===== src/rtl/rscp_pkg.sv =====
// package for the remote serial command port: timing, enums and carriers
`default_nettype none
package rscp_pkg;
  localparam int unsigned CLK_HZ        = 250_000_000;
  localparam int unsigned BAUD_1200     = 1200;
  localparam int unsigned BAUD_9600     = 9600;
  localparam int unsigned BAUD_19200    = 19200;
  localparam int unsigned BAUD_38400    = 38400;
  localparam int unsigned BAUD_115200   = 115200;
  // oversampling ticks per bit; divider counts clk_sys per tick
  localparam int unsigned OVERSAMPLE    = 16;
  localparam int unsigned DIV_1200      = CLK_HZ / (BAUD_1200 * OVERSAMPLE);
  localparam int unsigned DIV_9600      = CLK_HZ / (BAUD_9600 * OVERSAMPLE);
  localparam int unsigned DIV_19200     = CLK_HZ / (BAUD_19200 * OVERSAMPLE);
  localparam int unsigned DIV_38400     = CLK_HZ / (BAUD_38400 * OVERSAMPLE);
  localparam int unsigned DIV_115200    = CLK_HZ / (BAUD_115200 * OVERSAMPLE);
  localparam int unsigned DATA_BITS     = 8;
  localparam int unsigned FIFO_DEPTH    = 16;
  localparam logic [7:0]  CHAR_CR       = 8'h0D;
  localparam logic [7:0]  CHAR_LF       = 8'h0A;
  localparam logic        LINE_IDLE     = 1'b1;

  // baud selection codes
  localparam logic [2:0] SEL_1200   = 3'h0;
  localparam logic [2:0] SEL_9600   = 3'h1;
  localparam logic [2:0] SEL_19200  = 3'h2;
  localparam logic [2:0] SEL_38400  = 3'h3;
  localparam logic [2:0] SEL_115200 = 3'h4;

  // line terminator selection codes
  localparam logic [1:0] TERM_CR   = 2'h0;
  localparam logic [1:0] TERM_LF   = 2'h1;
  localparam logic [1:0] TERM_CRLF = 2'h2;

  typedef enum logic [3:0] {
    BIT_IDLE  = 4'b0001,
    BIT_START = 4'b0010,
    BIT_DATA  = 4'b0100,
    BIT_STOP  = 4'b1000
  } rscp_bit_e;

  // received character with line-end and framing marks
  typedef struct packed {
    logic       eol;
    logic       frame_err;
    logic [7:0] data;
  } rscp_rx_char_s;
endpackage
`default_nettype wire


===== src/rtl/rscp_fifo.sv =====
// parameterised synchronous fifo with valid/ready on both sides
`default_nettype none
module rscp_fifo #(
  parameter int unsigned WIDTH = 10,
  parameter int unsigned DEPTH = 16
) (
  input  wire logic             clk_sys,
  input  wire logic             reset,
  input  wire logic [WIDTH-1:0] in_data,
  input  wire logic             in_valid,
  output logic                  in_ready,
  output logic      [WIDTH-1:0] out_data,
  output logic                  out_valid,
  input  wire logic             out_ready
);
  localparam int unsigned AW = $clog2(DEPTH);

  logic [WIDTH-1:0] mem [DEPTH];
  logic [AW-1:0]    wr_ptr;
  logic [AW-1:0]    rd_ptr;
  logic [AW:0]      count;
  logic [AW-1:0]    next_wr_ptr;
  logic [AW-1:0]    next_rd_ptr;
  logic [AW:0]      next_count;
  logic             push;
  logic             pop;

  assign in_ready  = (count != DEPTH[AW:0]);
  assign out_valid = (count != '0);
  assign out_data  = mem[rd_ptr];
  assign push      = in_valid && in_ready;
  assign pop       = out_valid && out_ready;

  // pointer and fill level update
  always_comb begin
    next_wr_ptr = push ? wr_ptr + 1'b1 : wr_ptr;
    next_rd_ptr = pop ? rd_ptr + 1'b1 : rd_ptr;
    next_count  = count;
    if (push && !pop) begin
      next_count = count + 1'b1;
    end else if (pop && !push) begin
      next_count = count - 1'b1;
    end
  end

  always_ff @(posedge clk_sys) begin
    if (reset) begin
      wr_ptr <= '0;
      rd_ptr <= '0;
      count  <= '0;
    end else begin
      wr_ptr <= next_wr_ptr;
      rd_ptr <= next_rd_ptr;
      count  <= next_count;
    end
  end

  // storage has no reset; only valid entries are ever read
  always_ff @(posedge clk_sys) begin
    if (push) begin
      mem[wr_ptr] <= in_data;
    end
  end
endmodule
`default_nettype wire


===== src/rtl/rscp_port.sv =====
// remote serial command port: 8n1 uart with line terminator detection
// Notes on behaviour
// - full duplex, separate lines, start bit, 8 data bits, 1 stop, no parity
// - bit rate selectable 1200/9600/19200/38400/115200; both ends must agree
// - only transmit, receive and ground; no modem or handshake lines
// - serial path works only when selected; USB paths then stay idle; a frame already started on tx_pin still completes
// - characters carry text commands and responses of the shared command set
`default_nettype none
module rscp_port (
  input  wire logic                   clk_sys,
  input  wire logic                   reset,
  input  wire logic [2:0]             baud_sel,
  input  wire logic [1:0]             term_sel,
  input  wire logic                   serial_select,
  input  wire logic                   rx_pin,
  output logic                        tx_pin,
  input  wire logic [7:0]             tx_data,
  input  wire logic                   tx_valid,
  output logic                        tx_ready,
  output rscp_pkg::rscp_rx_char_s     rx_char,
  output logic                        rx_valid,
  input  wire logic                   rx_ready,
  output logic                        rx_overrun,
  output logic                        port_active
);
  // divider per selected rate, ticks at 16x bit rate
  logic [15:0] div_limit;
  logic [15:0] div_cnt;
  logic [15:0] next_div_cnt;
  logic        tick;

  always_comb begin
    case (baud_sel)
      rscp_pkg::SEL_1200:   div_limit = 16'(rscp_pkg::DIV_1200 - 1);
      rscp_pkg::SEL_9600:   div_limit = 16'(rscp_pkg::DIV_9600 - 1);
      rscp_pkg::SEL_19200:  div_limit = 16'(rscp_pkg::DIV_19200 - 1);
      rscp_pkg::SEL_38400:  div_limit = 16'(rscp_pkg::DIV_38400 - 1);
      rscp_pkg::SEL_115200: div_limit = 16'(rscp_pkg::DIV_115200 - 1);
      default:              div_limit = 16'(rscp_pkg::DIV_9600 - 1);
    endcase
    next_div_cnt = (div_cnt >= div_limit) ? 16'h0000 : div_cnt + 16'h0001;
  end
  assign tick = (div_cnt >= div_limit);

  always_ff @(posedge clk_sys) begin
    if (reset) begin
      div_cnt <= 16'h0000;
    end else begin
      div_cnt <= next_div_cnt;
    end
  end

  // three-stage synchroniser on the receive pin
  logic [2:0] rx_sync;
  logic       rx_level;
  logic       next_rx_level;
  always_comb begin
    next_rx_level = rx_level;
    if (rx_sync[2] == rx_sync[1]) begin
      next_rx_level = rx_sync[1];
    end
  end
  always_ff @(posedge clk_sys) begin
    if (reset) begin
      rx_sync  <= 3'h7;
      rx_level <= rscp_pkg::LINE_IDLE;
    end else begin
      rx_sync  <= {rx_sync[1:0], rx_pin};
      rx_level <= next_rx_level;
    end
  end

  // receiver: samples mid-bit on 16x ticks
  rscp_pkg::rscp_bit_e rx_st, next_rx_st;
  logic [3:0] rx_tk, next_rx_tk;
  logic [2:0] rx_bit, next_rx_bit;
  logic [7:0] rx_sh, next_rx_sh;
  logic       rx_cr_seen, next_rx_cr_seen;
  rscp_pkg::rscp_rx_char_s rx_word, next_rx_word;
  logic       rx_push, next_rx_push;
  logic       rx_in_ready;
  logic       next_rx_overrun;

  always_comb begin
    next_rx_st      = rx_st;
    next_rx_tk      = rx_tk;
    next_rx_bit     = rx_bit;
    next_rx_sh      = rx_sh;
    next_rx_cr_seen = rx_cr_seen;
    next_rx_word    = rx_word;
    next_rx_push    = 1'b0;
    next_rx_overrun = rx_overrun;
    if (!serial_select) begin
      next_rx_st = rscp_pkg::BIT_IDLE;
      next_rx_cr_seen = 1'b0;
    end else if (tick) begin
      next_rx_tk = rx_tk + 4'h1;
      case (rx_st)
        rscp_pkg::BIT_IDLE: begin
          next_rx_tk = 4'h0;
          if (!rx_level) begin
            next_rx_st = rscp_pkg::BIT_START;
          end
        end
        rscp_pkg::BIT_START: begin
          // half a bit in: a glitch back to idle is rejected
          if (rx_tk == 4'h7) begin
            next_rx_tk = 4'h0;
            next_rx_bit = 3'h0;
            next_rx_st = rx_level ? rscp_pkg::BIT_IDLE : rscp_pkg::BIT_DATA;
          end
        end
        rscp_pkg::BIT_DATA: begin
          if (rx_tk == 4'hF) begin
            next_rx_sh = {rx_level, rx_sh[7:1]};
            next_rx_bit = rx_bit + 3'h1;
            if (rx_bit == 3'h7) begin
              next_rx_st = rscp_pkg::BIT_STOP;
            end
          end
        end
        rscp_pkg::BIT_STOP: begin
          if (rx_tk == 4'hF) begin
            // no parity bit: stop follows the eighth data bit
            next_rx_st = rscp_pkg::BIT_IDLE;
            next_rx_word.data = rx_sh;
            next_rx_word.frame_err = !rx_level;
            next_rx_word.eol = 1'b0;
            case (term_sel)
              rscp_pkg::TERM_CR:
                next_rx_word.eol = (rx_sh == rscp_pkg::CHAR_CR);
              rscp_pkg::TERM_LF:
                next_rx_word.eol = (rx_sh == rscp_pkg::CHAR_LF);
              rscp_pkg::TERM_CRLF:
                next_rx_word.eol = rx_cr_seen &&
                                   (rx_sh == rscp_pkg::CHAR_LF);
              default: next_rx_word.eol = 1'b0;
            endcase
            next_rx_cr_seen = (rx_sh == rscp_pkg::CHAR_CR);
            // no handshake line: a full buffer can only drop and flag
            if (rx_in_ready) begin
              next_rx_push = 1'b1;
            end else begin
              next_rx_overrun = 1'b1;
            end
          end
        end
        default: next_rx_st = rscp_pkg::BIT_IDLE;
      endcase
    end
  end

  always_ff @(posedge clk_sys) begin
    if (reset) begin
      rx_st      <= rscp_pkg::BIT_IDLE;
      rx_tk      <= 4'h0;
      rx_bit     <= 3'h0;
      rx_sh      <= 8'h00;
      rx_cr_seen <= 1'b0;
      rx_word    <= '0;
      rx_push    <= 1'b0;
      rx_overrun <= 1'b0;
    end else begin
      rx_st      <= next_rx_st;
      rx_tk      <= next_rx_tk;
      rx_bit     <= next_rx_bit;
      rx_sh      <= next_rx_sh;
      rx_cr_seen <= next_rx_cr_seen;
      rx_word    <= next_rx_word;
      rx_push    <= next_rx_push;
      rx_overrun <= next_rx_overrun;
    end
  end

  // received characters queue for the command parser
  rscp_pkg::rscp_rx_char_s fifo_out;
  logic                    fifo_valid;
  logic                    take;
  rscp_fifo #(
    .WIDTH ($bits(rscp_pkg::rscp_rx_char_s)),
    .DEPTH (rscp_pkg::FIFO_DEPTH)
  ) u_rx_fifo (
    .clk_sys   (clk_sys),
    .reset     (reset),
    .in_data   (rx_word),
    .in_valid  (rx_push),
    .in_ready  (rx_in_ready),
    .out_data  (fifo_out),
    .out_valid (fifo_valid),
    .out_ready (take)
  );

  // registered output stage so outputs come from flip-flops
  rscp_pkg::rscp_rx_char_s next_rx_char;
  logic                    next_rx_valid;
  always_comb begin
    take          = fifo_valid && (!rx_valid || rx_ready);
    next_rx_valid = rx_valid && !rx_ready;
    next_rx_char  = rx_char;
    if (take) begin
      next_rx_valid = 1'b1;
      next_rx_char  = fifo_out;
    end
  end
  always_ff @(posedge clk_sys) begin
    if (reset) begin
      rx_valid <= 1'b0;
      rx_char  <= '0;
    end else begin
      rx_valid <= next_rx_valid;
      rx_char  <= next_rx_char;
    end
  end

  // transmitter: 10-bit frame, one bit per 16 ticks
  rscp_pkg::rscp_bit_e tx_st, next_tx_st;
  logic [3:0] tx_tk, next_tx_tk;
  logic [2:0] tx_bit, next_tx_bit;
  logic [7:0] tx_sh, next_tx_sh;
  logic       next_tx_pin, next_tx_ready, next_active;

  always_comb begin
    next_tx_st    = tx_st;
    next_tx_tk    = tx_tk;
    next_tx_bit   = tx_bit;
    next_tx_sh    = tx_sh;
    next_tx_pin   = tx_pin;
    next_tx_ready = 1'b0;
    next_active   = serial_select;
    case (tx_st)
      rscp_pkg::BIT_IDLE: begin
        next_tx_pin   = rscp_pkg::LINE_IDLE;
        next_tx_ready = serial_select;
        if (tx_valid && tx_ready) begin
          next_tx_sh    = tx_data;
          next_tx_st    = rscp_pkg::BIT_START;
          next_tx_tk    = 4'h0;
          next_tx_ready = 1'b0;
          next_tx_pin   = 1'b0;
        end
      end
      rscp_pkg::BIT_START: begin
        if (tick) begin
          next_tx_tk = tx_tk + 4'h1;
          if (tx_tk == 4'hF) begin
            next_tx_st  = rscp_pkg::BIT_DATA;
            next_tx_bit = 3'h0;
            next_tx_pin = tx_sh[0];
          end
        end
      end
      rscp_pkg::BIT_DATA: begin
        if (tick) begin
          next_tx_tk = tx_tk + 4'h1;
          if (tx_tk == 4'hF) begin
            next_tx_sh  = {1'b0, tx_sh[7:1]};
            next_tx_bit = tx_bit + 3'h1;
            next_tx_pin = tx_sh[1];
            if (tx_bit == 3'h7) begin
              next_tx_st  = rscp_pkg::BIT_STOP;
              next_tx_pin = 1'b1;
            end
          end
        end
      end
      rscp_pkg::BIT_STOP: begin
        if (tick) begin
          next_tx_tk = tx_tk + 4'h1;
          if (tx_tk == 4'hF) begin
            next_tx_st = rscp_pkg::BIT_IDLE;
          end
        end
      end
      default: next_tx_st = rscp_pkg::BIT_IDLE;
    endcase
  end

  always_ff @(posedge clk_sys) begin
    if (reset) begin
      tx_st       <= rscp_pkg::BIT_IDLE;
      tx_tk       <= 4'h0;
      tx_bit      <= 3'h0;
      tx_sh       <= 8'h00;
      tx_pin      <= rscp_pkg::LINE_IDLE;
      tx_ready    <= 1'b0;
      port_active <= 1'b0;
    end else begin
      tx_st       <= next_tx_st;
      tx_tk       <= next_tx_tk;
      tx_bit      <= next_tx_bit;
      tx_sh       <= next_tx_sh;
      tx_pin      <= next_tx_pin;
      tx_ready    <= next_tx_ready;
      port_active <= next_active;
    end
  end
endmodule
`default_nettype wire

===== config.mk =====
export PLATFORM = sky130hd
export DESIGN_NAME = rscp_port
export DESIGN_NICKNAME = d
export VERILOG_FILES = /design/src/rtl/rscp_pkg.sv /design/src/rtl/rscp_fifo.sv /design/src/rtl/rscp_port.sv
export SDC_FILE = /design/constraint.sdc
export NUM_CORES = 1
export LEC_CHECK = 0
export BUFFER_PORTS_ARGS = -buffer_cell sky130_fd_sc_hd__buf_2
export CAP_MARGIN = 15
export CORE_MARGIN = 5
export CORE_UTILIZATION = 39
export DETAILED_ROUTE_END_ITERATION = 8
export GPL_TIMING_DRIVEN = 0
export HOLD_SLACK_MARGIN = 0.1
export PLACE_DENSITY_LB_ADDON = 0.3
export SLEW_MARGIN = 20
export SYNTH_ARGS = -nofsm -noshare
export SYNTH_HDL_FRONTEND = slang
export SYNTH_SLANG_ARGS = --single-unit

===== constraint.sdc =====
create_clock -name clk_sys -period 4.55 [get_ports clk_sys]
set_input_delay 0.6825 -clock clk_sys [delete_from_list [all_inputs] [get_ports clk_sys]]
set_output_delay 0.6825 -clock clk_sys [all_outputs]
set_load 0.01 [all_outputs]

==> results.tsv <==
stage	metric	value	unit
pwr	total power per unit cell area	439	nW/um2
pwr	peak ir drop on the vdd network	0.000275	V
worst_setup_path	family with the most delay on the worst path	simple AND/OR/NAND/NOR gates	
yosys	synthesized area divided by synthesized cell count	13.7	um2
yosys	synth warn	0	
sta	number of endpoints failing setup at the final stage	0	
yosys	syn_nets	840	
yosys	leading area contributor after synthesis	edfxtp_1	
floorplan	Floorplan Core Area	27600	um2
worst_hold_path	depth of the worst hold-timing path	2	
worst_hold_path	worst min-delay path endpoint	rx_sync[0]	
clocking	number of hold buffers added after cts	0	
yosys	Primary FF master, synth	edfxtp_1	
final_layout	filler-free cell count of the finished design	1255	
yosys	share of flip-flops with an asynchronous set or reset after synthesis	0	%
worst_setup_path	Worst R2R Path Depth	13	
floorplan	die height	177	um
worst_setup_path	flop-to-flop setup slack	1090	ps
floorplan	full die area	31200	um2
yosys	number of enable flip-flop cells after synthesis	160	
pwr	static leakage	4.76	nW
job	count of maximum capacitance violations	0	
worst_setup_path	endpoint of the worst register-to-register path	u_rx_fifo.count[4]	
final_layout	Area growth, synth to finish	14.7	%
yosys	combinational family with the most area after synthesis	multiplexers	
sta	actual slew at the worst max-slew pin	1120	ps
clocking	sinks on the clock net	258	
worst_setup_path	WP data required	5010	ps
drt	total number of vias	6459	
grt	global-route wire length before repair	35.9	mm
sta	Final Slew Violations	0	
clocking	H-tree depth	1	
worst_hold_path	class of the most critical hold timing path	in -> reg	
drt	average detailed-routed wire length per instance	18.1	um
floorplan	die span in x	177	um
sta	relative slew slack	24.8	%
final_layout	Post-Route Utilization	45.0	%
place	setup slack after placement	873	ps
grt	initial antenna violation count	0	
yosys	number of flip-flops and latches in the synthesized netlist	258	
final_layout	layout cells sized above 1	17.8	%
sta	fraction of the cycle the final worst path needs	76.1	%
place	number of placed instances, taps included	1205	
worst_hold_path	critical hold path startpoint	rx_pin	
place	quantity of I/O buffers inserted on ports	32	
yosys	area fraction in compound gates after synthesis	6.09	%
yosys	area share of fa/ha/maj cells after synthesis	3.54	%
clocking	buffer levels on the longest clock path	3	
worst_setup_path	CP Capture Type	flop	
floorplan	number of ports placed on the die boundary	34	
sta	final total negative setup slack	0	ps
worst_setup_path	critical-path cell list	or4_1 > nor2_1 > nor2b_1 > inv_1 > clkbuf_1 > ha_1 > inv_1 > fa_1 > a21o_1 > a21oi_1 > xnor2_1 > or3_1 > a21oi_1	
clocking	Setup Fix Bufs, Post-CTS	0	
worst_setup_path	launch instance of the worst register-to-register path	u_rx_fifo.count[0]	
final_layout	post-route cell area	12400	um2
clocking	clock tree from TritonCTS	built	
worst_setup_path	max incr delay on CP	580	ps
final_layout	Antenna Cells	0	
run_status	status	finished clean	
drt	post-route ant nets	0	
yosys	proportion of netlist area held by the largest area contributor	44.4	%
worst_setup_path	largest fanout on the critical path	10	
yosys	portion of netlist area occupied by mux cells	12.7	%
drt	Total Wirelength	22.7	mm
worst_setup_path	worst path buffer plus inverter count	3	
worst_setup_path	critical setup path kind	reg -> reg	
final_layout	Net count, final	905	
place	Placement Cell Area	11500	um2
floorplan	row cnt	61	
grt	via count of the first global-routing pass	6390	
sta	post-route setup slack	1090	ps
place	post-DP HPWL	15.8	mm
sta	largest clock skew in the final design	20.5	ps
clocking	root buf cell	clkbuf_16	
yosys	xor/xnor cell area share of the yosys netlist	2.11	%
drt	Initial DRC Count	408	
yosys	Seq/Total Area, Yosys	62.6	%
clocking	number of clock buffers inserted by TritonCTS	27	
worst_setup_path	startpoint class of the critical path	flop	
clocking	number of cells upsized or downsized after cts	0	
yosys	simple logic cell fraction of the synthesized area	10.7	%
floorplan	initial standard-cell utilization of the core	39.2	%
place	final estimated routing congestion in global placement	0.780	
worst_setup_path	cell at the slowest stage of the critical path	or4_1	
grt	Overall Global Routing Usage	14.6	%
worst_setup_path	Arrival @ worst endpoint	3920	ps
sta	final hold vios	0	
yosys	synthesized instance count	791	
clocking	Worst-Skew Late Latency	530	ps
clocking	clock transition time at the flip-flop clock pins of the worst setup and hold paths	60	ps
yosys	number of distinct library cell variants in the gate-level netlist after synthesis	61	
sta	shortest clock period the worst path allows after layout	3460	ps
drt	average vias per placed instance	5.15	
yosys	largest cells by area after synthesis	edfxtp_1 44%, dfxtp_1 18%, mux4_2 10%	
sta	RSZ-0062 raised after global routing	false	
drt	remaining design rule violation count	0	
sta	Max Freq	0.289	GHz
drt	number of search-and-repair iterations in the first detailed-routing pass	4	
grt	maximum number of pins on one net before global-route repair	18	
yosys	Mapped Area	10800	um2
grt	global-route congestion overflow total	0	
## cell families after synthesis
kind of cell | count (synthesis)
flops | 258
simple gates | 237
compound gates | 104
mux | 75
buf+inv | 60
fa+ha+maj | 30
xor+xnor | 26
other cells | 1
## report_power, final
group / total [mW] / switching [mW] / internal, mW
Clock: 2.21 / 0.889 / 1.32
Sequential: 2.53 / 0.0346 / 2.50
Combinational: 0.706 / 0.426 / 0.280
## area by class of cell
type / instances / area, um2
Tap cell: 378 / 473
Buffer: 42 / 168
Fill cell: 2478 / 15100
Timing Repair Buffer: 36 / 194
Clock buffer: 37 / 743
Clock inverter: 13 / 156
Inverter: 18 / 67.6
Multi-Input combinational cell: 473 / 3830
Sequential cell: 258 / 6770
## Yosys cell counts (10+ instances only)
master / number
and3_1: 11
nand3_1: 20
xor2_1: 17
inv_1: 17
dfxtp_1: 98
o21ai_0: 28
mux4_2: 50
or3_1: 10
clkbuf_1: 31
mux2i_1: 24
edfxtp_1: 160
a21oi_1: 37
ha_1: 29
nor2_1: 65
nand2_1: 74
## per-layer routing
layer | routed length [um] | global-route usage (%) | up-vias
li1 | - | - | 3104
met1 | 10400 | 20.4 | 3207
met2 | 11000 | 24.3 | 126
met3 | 1040 | 2.59 | 22
met4 | 301 | 2.68 | 0
met5 | 0 | 0 | -
## cells in the final DEF, fill, tap and decap left out, types with 5 or more instances in the layout
cell	instances
nor3_2	5
nor3_1	5
o21ai_0	28
mux2i_1	24
buf_2	40
nand2b_1	9
ha_1	29
nand3_1	20
a221oi_1	7
a21oi_1	37
nor2b_1	6
nor4b_1	5
nor2_1	64
and3_1	11
edfxtp_1	160
xnor2_1	9
clkbuf_16	27
or2_2	6
inv_1	17
xor2_1	17
clkinv_2	5
clkbuf_1	38
mux4_2	50
dfxtp_1	98
or3_1	10
nand2_1	74
## through the flow
step	hold slack (ps)	total power [mW]
after floorplan	389	3.12
after global placement	394	3.30
after detailed placement	394	3.31
after CTS	336	5.52
after global routing	335	5.70
final	355	5.45
## how the worst max path moves through the flow
stage,from,end,slack (ps),cells past startpoint
2_1_floorplan,baud_sel[0],rx_word[9],1470,10
3_3_place_gp,baud_sel[0],tx_st[0],970,10
3_5_place_dp,baud_sel[0],div_cnt[7],870,10
4_1_cts,u_rx_fifo.count[0],u_rx_fifo.count[4],1030,13
5_1_grt,u_rx_fifo.count[0],u_rx_fifo.count[4],810,13
6_report,u_rx_fifo.count[0],u_rx_fifo.count[4],1090,13
## state kept, by name, indices dropped and copies added (netlist names), 4 cells and up
signal            flops
tx_tk                 4
tx_st                 4
rx_word              10
rx_st                 4
div_cnt              16
u_rx_fifo.wr_ptr      4
u_rx_fifo.count       5
tx_sh                 8
rx_char              10
u_rx_fifo.rd_ptr      4
rx_tk                 4
rx_sh                 8
u_rx_fifo.mem       160
(Power assumes the default switching activity.)
